$ cat config.mk
export PLATFORM = sky130hd
export DESIGN_NAME = cssc_clock_control
export DESIGN_NICKNAME = d
export VERILOG_FILES = /design/src/cssc_pkg.sv /design/src/cssc_clock_control.sv
export SDC_FILE = /design/constraint.sdc
export NUM_CORES = 1
export LEC_CHECK = 0
export BUFFER_PORTS_ARGS = -buffer_cell sky130_fd_sc_hd__buf_2
export CAP_MARGIN = 25
export CORE_ASPECT_RATIO = 2
export CORE_UTILIZATION = 50
export CTS_BUF_LIST = sky130_fd_sc_hd__clkbuf_4
export DETAILED_ROUTE_END_ITERATION = 8
export GPL_ROUTABILITY_DRIVEN = 0
export PLACE_DENSITY = 0.88
export SLEW_MARGIN = 20
export SYNTH_ARGS = -nofsm -noshare
export SYNTH_HDL_FRONTEND = slang
export SYNTH_SLANG_ARGS = --single-unit
export TNS_END_PERCENT = 30
$ cat constraint.sdc
create_clock -name sys_clk -period 2.9 [get_ports sys_clk]
set_input_delay 0.435 -clock sys_clk [delete_from_list [all_inputs] [get_ports sys_clk]]
set_output_delay 0.435 -clock sys_clk [all_outputs]
set_load 0.02 [all_outputs]
$ cat src/cssc_pkg.sv
// Constants for the clock source and start-up control block
package cssc_pkg;
    localparam logic [3:0] SRCSEL_EXT = 4'h0;
    localparam logic [3:0] SRCSEL_RC8M = 4'h2;
    localparam logic [3:0] SRCSEL_RC128K = 4'h4;
    localparam logic [3:0] SRCSEL_LFXTAL = 4'h6;
    localparam logic [3:0] SRCSEL_DEFAULT = 4'h2;
    localparam logic [1:0] STARTUP_DEFAULT = 2'h2;
    localparam logic [1:0] STARTUP_SHORT = 2'h0;
    localparam logic [1:0] STARTUP_4MS = 2'h1;
    localparam logic [1:0] STARTUP_64MS = 2'h2;
    localparam logic [1:0] STARTUP_RESERVED = 2'h3;
    localparam logic FUSE_PROGRAMMED = 1'b0;
    localparam int WD_CYCLES_4MS = 512;
    localparam int WD_CYCLES_64MS = 8192;
    localparam logic [13:0] WD_COUNT_4MS = 14'(WD_CYCLES_4MS);
    localparam logic [13:0] WD_COUNT_64MS = 14'(WD_CYCLES_64MS);
    localparam logic [4:0] RESET_SRC_CYCLES = 5'h0e;
    localparam logic [4:0] WAKE_SRC_CYCLES = 5'h06;
    localparam logic [3:0] PRESCALE_DIV8 = 4'h3;
    localparam logic [3:0] PRESCALE_DIV1 = 4'h0;
    localparam logic [7:0] TRIM_RESET = 8'h00;
    typedef enum logic [2:0] {
        CSSC_IDLE_RESET = 3'b000,
        CSSC_WD_DELAY = 3'b001,
        CSSC_SRC_COUNT = 3'b010,
        CSSC_RUN = 3'b011,
        CSSC_SLEEP = 3'b100
    } cssc_state_t;
    typedef enum logic [2:0] {
        CSSC_SRC_EXT = 3'b000,
        CSSC_SRC_RC8M = 3'b001,
        CSSC_SRC_RC128K = 3'b010,
        CSSC_SRC_LFXTAL = 3'b011,
        CSSC_SRC_XTAL = 3'b100,
        CSSC_SRC_RSVD = 3'b101
    } cssc_source_t;
endpackage : cssc_pkg

$ cat src/cssc_clock_control.sv
// Clock source decode, start-up timing and clock domain gating
`timescale 1ns/10ps
// What this block does
// (RULE_01) Decode four-bit source select: external, RC 8 MHz, 128 kHz, LF crystal, crystal.
// (RULE_02) Fuse bit one means unprogrammed, zero means programmed.
// (RULE_03) On wake from power-down count source cycles before execution resumes.
// (RULE_04) After reset add a delay timed on watchdog oscillator cycles.
// (RULE_05) 4 ms is 512 watchdog cycles, 64 ms is 8192 watchdog cycles.
// (RULE_06) Simple sources wake in 6 cycles; reset delay 14, +4 ms, +64 ms.
// (RULE_07) Reset pin disabled extends the short reset delay of RC sources by 4 ms.
// (RULE_08) Default fuses: RC 8 MHz source and longest start-up code.
// (RULE_09) Reset loads the factory calibration into the oscillator trim register.
// (RULE_10) Software may rewrite the trim register and it steers the RC oscillator.
// (RULE_11) Watchdog and reset time-out always run from the watchdog oscillator.
// (RULE_12) External clock must change under 2% per cycle, larger only in reset.
// (RULE_13) Core clock feeds registers, status and stack; gating it stops the core.
// (RULE_14) Peripheral clock feeds timers; some external interrupts seen while halted.
// (RULE_15) Program memory clock is enabled together with the core clock.
// (RULE_16) Converter clock keeps running while core and peripheral clocks are off; code runs it only in RUN and SLEEP, not in the wake-up count.
// (RULE_17) Divide-by-eight fuse programmed starts the system clock prescaled by 8.
// (RULE_18) Reset: watchdog delay first, then source cycles, then release clocks.
module cssc_clock_control (
    input wire logic sys_clk,
    input wire logic reset,
    input wire logic watchdog_osc_tick,
    input wire logic source_clock_tick,
    input wire logic [3:0] clock_source_select_fuses,
    input wire logic [1:0] startup_time_fuses,
    input wire logic reset_pin_disable_fuse,
    input wire logic divide_by_eight_fuse,
    input wire logic [7:0] factory_trim,
    input wire logic trim_write,
    input wire logic [7:0] trim_write_data,
    input wire logic sleep_request,
    input wire logic wake_event,
    input wire logic ext_irq_async,
    output logic [7:0] oscillator_trim_register,
    output logic [2:0] selected_source,
    output logic source_reserved,
    output logic [3:0] prescale_select,
    output logic core_clock_enable,
    output logic peripheral_clock_enable,
    output logic program_memory_clock_enable,
    output logic converter_clock_enable,
    output logic watchdog_clock_enable,
    output logic ext_irq_wake,
    output logic startup_busy
);
    cssc_pkg::cssc_state_t state;
    cssc_pkg::cssc_state_t next_state;
    logic [13:0] wd_count;
    logic [13:0] wd_target;
    logic [4:0] src_count;
    logic [4:0] src_target;
    logic waking;
    cssc_pkg::cssc_source_t src_kind;

    function automatic cssc_pkg::cssc_source_t decode_source(input logic [3:0] sel);
        if (sel[3]) begin
            decode_source = cssc_pkg::CSSC_SRC_XTAL; // RULE_01
        end else begin
            unique case (sel)
                cssc_pkg::SRCSEL_EXT: decode_source = cssc_pkg::CSSC_SRC_EXT;
                cssc_pkg::SRCSEL_RC8M: decode_source = cssc_pkg::CSSC_SRC_RC8M;
                cssc_pkg::SRCSEL_RC128K: decode_source = cssc_pkg::CSSC_SRC_RC128K;
                cssc_pkg::SRCSEL_LFXTAL: decode_source = cssc_pkg::CSSC_SRC_LFXTAL;
                default: decode_source = cssc_pkg::CSSC_SRC_RSVD;
            endcase
        end
    endfunction : decode_source

    // Core, peripheral and program memory clocks run only in RUN
    function automatic logic clocks_released(input cssc_pkg::cssc_state_t s);
        clocks_released = (s == cssc_pkg::CSSC_RUN);
    endfunction : clocks_released

    // Start-up finished: running, or asleep after a completed boot
    function automatic logic startup_done(input cssc_pkg::cssc_state_t s);
        startup_done = (s == cssc_pkg::CSSC_RUN || s == cssc_pkg::CSSC_SLEEP);
    endfunction : startup_done

    // Live fuse decode; fuses are static between resets
    assign src_kind = decode_source(clock_source_select_fuses);

    // Real-time part of the reset delay in watchdog cycles
    always_comb begin
        unique case (startup_time_fuses)
            cssc_pkg::STARTUP_SHORT: begin
                if (reset_pin_disable_fuse == cssc_pkg::FUSE_PROGRAMMED && // RULE_02
                    (src_kind == cssc_pkg::CSSC_SRC_RC8M ||
                     src_kind == cssc_pkg::CSSC_SRC_RC128K)) begin
                    wd_target = cssc_pkg::WD_COUNT_4MS; // RULE_07
                end else begin
                    wd_target = 14'h0000; // RULE_06
                end
            end
            cssc_pkg::STARTUP_4MS: wd_target = cssc_pkg::WD_COUNT_4MS; // RULE_05
            cssc_pkg::STARTUP_64MS: wd_target = cssc_pkg::WD_COUNT_64MS; // RULE_05
            // Reserved start-up code falls back to the longest delay
            cssc_pkg::STARTUP_RESERVED: wd_target = cssc_pkg::WD_COUNT_64MS;
        endcase
    end

    assign src_target = waking ? cssc_pkg::WAKE_SRC_CYCLES : cssc_pkg::RESET_SRC_CYCLES; // RULE_06

    always_comb begin
        next_state = state;
        unique case (state)
            cssc_pkg::CSSC_IDLE_RESET: next_state = cssc_pkg::CSSC_WD_DELAY;
            cssc_pkg::CSSC_WD_DELAY: begin
                if (wd_count >= wd_target) begin
                    next_state = cssc_pkg::CSSC_SRC_COUNT; // RULE_18
                end
            end
            cssc_pkg::CSSC_SRC_COUNT: begin
                if (src_count >= src_target) begin
                    next_state = cssc_pkg::CSSC_RUN; // RULE_03
                end
            end
            cssc_pkg::CSSC_RUN: begin
                if (sleep_request) begin
                    next_state = cssc_pkg::CSSC_SLEEP;
                end
            end
            cssc_pkg::CSSC_SLEEP: begin
                if (wake_event || ext_irq_async) begin
                    next_state = cssc_pkg::CSSC_SRC_COUNT; // RULE_03
                end
            end
            default: next_state = cssc_pkg::CSSC_IDLE_RESET;
        endcase
    end

    // Reset returns to the idle cycle ahead of both delays
    always_ff @(posedge sys_clk) begin
        if (reset) begin
            state <= cssc_pkg::CSSC_IDLE_RESET;
        end else begin
            state <= next_state;
        end
    end

    // Marks a wake from power-down, which takes the shorter count
    always_ff @(posedge sys_clk) begin
        if (reset) begin
            waking <= 1'b0;
        end else if (state == cssc_pkg::CSSC_SLEEP && next_state == cssc_pkg::CSSC_SRC_COUNT) begin
            waking <= 1'b1;
        end else if (state == cssc_pkg::CSSC_RUN) begin
            waking <= 1'b0;
        end
    end

    // Watchdog-timed delay, never from the system source
    always_ff @(posedge sys_clk) begin
        if (reset || state != cssc_pkg::CSSC_WD_DELAY) begin
            wd_count <= 14'h0000;
        end else if (watchdog_osc_tick && wd_count < wd_target) begin
            wd_count <= wd_count + 14'h0001; // RULE_04 RULE_11
        end
    end

    // Source-clock cycles: 14 after reset, 6 after a wake
    always_ff @(posedge sys_clk) begin
        if (reset || state != cssc_pkg::CSSC_SRC_COUNT) begin
            src_count <= 5'h00;
        end else if (source_clock_tick && src_count < src_target) begin
            src_count <= src_count + 5'h01; // RULE_03
        end
    end

    // A trim write in the load cycle loses to the factory value
    always_ff @(posedge sys_clk) begin
        if (reset) begin
            oscillator_trim_register <= cssc_pkg::TRIM_RESET;
        end else if (state == cssc_pkg::CSSC_IDLE_RESET) begin
            oscillator_trim_register <= factory_trim; // RULE_09
        end else if (trim_write) begin
            oscillator_trim_register <= trim_write_data; // RULE_10
        end
    end

    // Start-up prescale from the divide fuse, loaded once per reset
    always_ff @(posedge sys_clk) begin
        if (reset) begin
            prescale_select <= cssc_pkg::PRESCALE_DIV8;
        end else if (state == cssc_pkg::CSSC_IDLE_RESET) begin
            prescale_select <= (divide_by_eight_fuse == cssc_pkg::FUSE_PROGRAMMED) ?
                cssc_pkg::PRESCALE_DIV8 : cssc_pkg::PRESCALE_DIV1; // RULE_17
        end
    end

    // Enables taken from next_state so they line up with the state
    always_ff @(posedge sys_clk) begin
        if (reset) begin
            core_clock_enable <= 1'b0;
            peripheral_clock_enable <= 1'b0;
            program_memory_clock_enable <= 1'b0;
            converter_clock_enable <= 1'b0;
            startup_busy <= 1'b1;
        end else begin
            core_clock_enable <= clocks_released(next_state); // RULE_13 RULE_18
            peripheral_clock_enable <= clocks_released(next_state); // RULE_14
            program_memory_clock_enable <= clocks_released(next_state); // RULE_15
            converter_clock_enable <= startup_done(next_state); // RULE_16
            startup_busy <= !startup_done(next_state);
        end
    end

    // Reserved source or start-up codes are flagged but still boot
    always_ff @(posedge sys_clk) begin
        if (reset) begin
            watchdog_clock_enable <= 1'b0;
            ext_irq_wake <= 1'b0;
            selected_source <= decode_source(cssc_pkg::SRCSEL_DEFAULT); // RULE_08
            source_reserved <= 1'b0;
        end else begin
            watchdog_clock_enable <= 1'b1; // RULE_11
            ext_irq_wake <= ext_irq_async && state == cssc_pkg::CSSC_SLEEP; // RULE_14
            selected_source <= src_kind; // RULE_01
            source_reserved <= src_kind == cssc_pkg::CSSC_SRC_RSVD ||
                startup_time_fuses == cssc_pkg::STARTUP_RESERVED;
        end
    end
endmodule : cssc_clock_control

# [Word-level counts from Yosys, hierarchy flattened]
# Index checks and enable logic that the tools add are counted.
[op_classes] add_sub_neg=2 n_lt_le_gt_ge=4 n_eq_ne=18 muxes=16 bitwise=1 n_reduce_logical=18
[ops] operator="$pmux 14 s3" count=1
[ops] operator="$mux 8" count=2
[ops] operator="$eq 3x2->1 const B" count=5
[ops] operator="$mux 3" count=5
[ops] operator="$pmux 3 s5" count=1
[ops] operator="$add 14x1->14 const B" count=1
[ops] operator="$ge 14x14->1" count=1
[ops] operator="$lt 14x14->1" count=1
[ops] operator="$pmux 3 s4" count=1
[ops] operator="$mux 10" count=1
[ops] operator="$eq 3x3->1 const B" count=3
[ops] operator="$eq 4x3->1 const B" count=2
[ops] operator="$eq 3x1->1 const B" count=2
[ops] operator="$logic_or 1x1->1" count=6
[ops] operator="$add 5x1->5 const B" count=1
[ops] operator="$ge 5x4->1" count=1
[ops] operator="$logic_and 1x1->1" count=5
[ops] operator="$lt 5x4->1" count=1
[ops] operator="$eq 2x2->1 const B" count=2
[ops] operator="$eq 4x2->1 const B" count=1
[ops] operator="$logic_not 4->1" count=1
[ops] operator="$mux 4" count=1
[ops] operator="$reduce_bool 2->1" count=2
[ops] operator="$logic_not 3->1" count=1
[ops] operator="9 further kinds" count=11
[word_totals] register_bits=44 word_cells=72

# [Logic depth before layout (Yosys ltp)]
[logic_depth] word_depth=14 mapped_depth=8

# [Worst setup path after synthesis]
# No wires, ideal clock.
[synth_path] kind="in2reg" from="input clock_source_select_fuses[3]" to="register wd_count[5]" arrival_ps=2060 required_time_ps=2784 path_slack_ps=724 cell_stages=8 path_buffers=0 cell_sequence="nor3_1 -> a21oi_1 -> nor2_1 -> ha_1 -> or4b_4 -> a21oi_1 -> a21oi_1 -> a31o_2"
[synth_via] elab_chain_cells=10 word_cells_on_any_way=14 cone_classes="order compare: 1; eq/ne: 5; mux: 4; reduce/logical: 4"
[synth_lines] element="start: declaration" line_no="cssc_clock_control.sv:27" text="input wire logic [3:0] clock_source_select_fuses,"
[synth_lines] element="$eq 4x3->1, or another cell as far along" line_no="cssc_clock_control.sv:62" text="unique case (sel)"
[synth_lines] element="$pmux 3 s4" line_no="cssc_clock_control.sv:62"
[synth_lines] element="$mux 3 (*)" line_no="cssc_clock_control.sv:59" text="if (sel[3]) begin"
[synth_lines] element="$eq 3x1->1 / $eq 3x2->1 (equally long branches)" line_no="cssc_clock_control.sv:90, cssc_clock_control.sv:91"
[synth_lines] element="$logic_or 1x1->1 (*)" line_no="cssc_clock_control.sv:90" text="(src_kind == cssc_pkg::CSSC_SRC_RC8M ||"
[synth_lines] element="$logic_and 1x1->1 (*)" line_no="cssc_clock_control.sv:89" text="if (reset_pin_disable_fuse == cssc_pkg::FUSE_PROGRAMMED &&"
[synth_lines] element="$mux 10 (*)" line_no="cssc_clock_control.sv:89"
[synth_lines] element="$pmux 14 s3 (*)" line_no="cssc_clock_control.sv:87" text="unique case (startup_time_fuses)"
[synth_lines] element="$lt 14x14->1 (*)" line_no="cssc_clock_control.sv:158" text="end else if (watchdog_osc_tick && wd_count < wd_target) begin"
[synth_lines] element="$logic_and 1x1->1 (*)" line_no="cssc_clock_control.sv:158"
[synth_lines] element="end signal: assignment" line_no="cssc_clock_control.sv:159" text="wd_count <= wd_count + 14'h0001;"
[synth_lines] element="end: declaration" line_no="cssc_clock_control.sv:51" text="logic [13:0] wd_count;"
# Every way passes the cells marked *; elsewhere a longest branch is shown, timed or not. The select of a mux whose other input is x is not followed.
# A chain may end at the register's enable or synchronous reset.

# [Final worst setup path]
[layout_path] from="input clock_source_select_fuses[3]" to="register wd_count[6]"
# The elaborated chain is that of the path after synthesis.

==> results.ini <==
[logic_synthesis]
synth-warning-count = 0
ys_seq_elements = 41
avgSynthCellArea_sq_um = 8.93
yosysTopAreaCell = dfxtp_1
synth_edf_count = 0
ys_types = 47
netlist_area_sq_um = 2040
synth_common_cells = dfxtp_1, nor2_1, a21oi_1
synth_top_cell_area_share_pct = 40.1
syn_inst = 229
yosysMostFrequentCell = dfxtp_1
synth_seq_area_share_pct = 40.1
synthArstFlopShare_pct = 0
synthTopCellsByArea = dfxtp_1, nor2_1, mux2i_1, ha_1, a211oi_1
synth-main-ff-cell = dfxtp_1

[timing]
final-setup-viol-count = 0
finalSetupTns_ns = 0
worst_slew_pin_slew_ns = 0.510
fin_crit_sh_pct = 72.7
fin_worst_skew_ns = 0.00452
timing.hold.ws_ns = 0.290
period_minus_slack_ns = 2.11
rsz0062_at_grt = false
slew_headroom_pct = 66.0
fin_ws_ns = 0.791
max_freq_ghz = 0.474
report.final.slew_viol_count = 0
hold_viol = 0

[critical_path]
cpMostUsedCell = a21oi_1
worst-setup-path-type = in -> reg
critPathCaptureType = flip-flop
crit_family = compound AO/OA/AOI/OAI gates
required_ns = 3.15
cpMaxStageDelayCell = or4b_4
cp.arrival_ns = 2.36
worst-path-buf-inv = 1
critPathLaunchType = input port
path_depth = 9
worst_r2r_path_depth = 6
cp_slowest_stage_delay_ns = 0.53
crit_chain = buf_2 -> nor3_1 -> a21oi_1 -> nor2_1 -> ha_1 -> or4b_4 -> a21oi_1 -> a21oi_1 -> a31o_2
critPathMaxFanout = 6

[routing]
top_layer_used = met4
dr.first_iter.drc_count = 37
via_per_inst = 5.74
dr_wl_met2_um = 2590
wl_per_cell_um = 13.8
wl_met3_um = 206
drc = 0
drtAntennaViolNets = 0
drt_pass1_iterations = 5
routed_wl_um = 4560
dr_total_vias = 1888
wl_met1_um = 1640

[worst_hold_path]
holdPathStages = 2
hold_path_class = in -> reg

[clock_network]
cts_tree = built
insertion_delay_ns = 0.35
clkSlewWorstSetupHoldPaths_ns = 0.12
cts_num_sinks = 41
cts_buffer_depth = 2
cts_buffers = 5
ctsHtreeMaxLevel = 2
ctsHoldBuffers = 0
cts.repair.resized = 0
root_buffer = clkbuf_4
cts_setup_buffers = 0

[placement]
port_buffers = 52
place_hpwl_um = 3540
numPlacedInstances = 322
placed_area_sq_um = 2320
dp_slack_ns = 0.412

[global_routing]
grt_pass1_wl_um = 7200
antenna_found_initial = 0
grt_usage_pct = 22.5
grt_max_degree = 20
overflow = 0
grt_pass1_vias = 1744

[cells_and_area]
finalInstanceArea_sq_um = 2390
drive_gt1_share_pct = 25.2
area_delta_synth_final_pct = 16.9
final_nets = 317
post-route-util_pct = 61.5
finalNonFillerCells = 329
num_antenna_cells = 0

[power_and_ir_drop]
p_seq_share_pct = 49.9
intPower_mw = 0.882
comb_power_share_pct = 21.6
peakVddDrop_v = 0.000338
swShare_pct = 30.1
power_mw = 1.26
clockPowerShare_pct = 28.5
power.density_nw_per_um2 = 528
power_leakage_nw = 1.00
netSwitchingPower_mw = 0.379

[floorplan]
die_h_um = 92.4
core-area_sq_um = 3880
num_rows = 32
fp.dieW_um = 47.2
die-area_sq_um = 4360
start_util_pct = 52.6
pin_count = 55

[outcome]
status = finished, final reports clean

[run]
timing.max_cap.violations = 0

-- power groups by stage --
| stage | sequential [mW] | clock, mW | combinational, mW |
|---|---|---|---|
| floorplan | 0.670 | 0 | 0.167 |
| global placement | 0.641 | 0 | 0.268 |
| detailed placement | 0.642 | 0 | 0.273 |
| CTS | 0.630 | 0.371 | 0.275 |
| global route | 0.638 | 0.400 | 0.301 |
| finish | 0.630 | 0.359 | 0.273 |
-- final cells by class --
type                    count  area, sq um
fillers                   364         1490
multi-input cells         166         1120
flip-flops and latches     41          821
repair buffers             54          275
well taps                  51         63.8
clock buffers               5         37.5
inverters                  10         37.5
clock inverters             2         35.0
-- metal layers --
metal / global-route usage, % / up-vias
met2: 41.8 / 50
met3: 6.43 / 12
met5: 0 / -
li1: - / 936
met4: 10.2 / 0
met1: 20.4 / 890
-- cells in the final DEF (no fill, tap or decap), types with 6 or more instances in the layout --
cell type and count:
mux2i_1 9, nand3_1 9, nand4_1 6, inv_1 10, buf_2 52, a21oi_1 15
dfxtp_1 41, nand2_1 13, a211oi_1 11, nor2_1 28, ha_1 7, o21ai_0 6
-- final timing paths --
kind | to | from | slack [ns]
setup / recovery | wd_count[6]$_SDFFE_PP0P_ | clock_source_select_fuses[3] | 0.79
hold / removal | prescale_select[0]$_SDFFE_PP1P_ | divide_by_eight_fuse | 0.29
setup reg to reg | wd_count[6]$_SDFFE_PP0P_ | wd_count[9]$_SDFFE_PP0P_ | 0.91
hold reg to reg | waking$_SDFFE_PP0P_ | waking$_SDFFE_PP0P_ | 0.49
-- cell families after synthesis --
kind of cell	Yosys count	share of synthesized area [%]
mux	9	4.41
simple gates	90	24.0
xor+xnor	6	2.57
compound gates	52	19.2
fa+ha+maj	7	4.28
flops	41	40.1
other cells	1	0.183
buf+inv	23	5.26
-- sequential cells by signal, indices dropped and copies added, names as in the netlist --
name / flops
state: 3
waking: 1
src_count: 5
oscillator_trim_register: 8
selected_source: 3
startup_busy: 1
source_reserved: 1
program_memory_clock_enable: 1
converter_clock_enable: 1
watchdog_clock_enable: 1
prescale_select: 1
wd_count: 14
ext_irq_wake: 1
No activity file was read; power rests on OpenSTA's default activity.
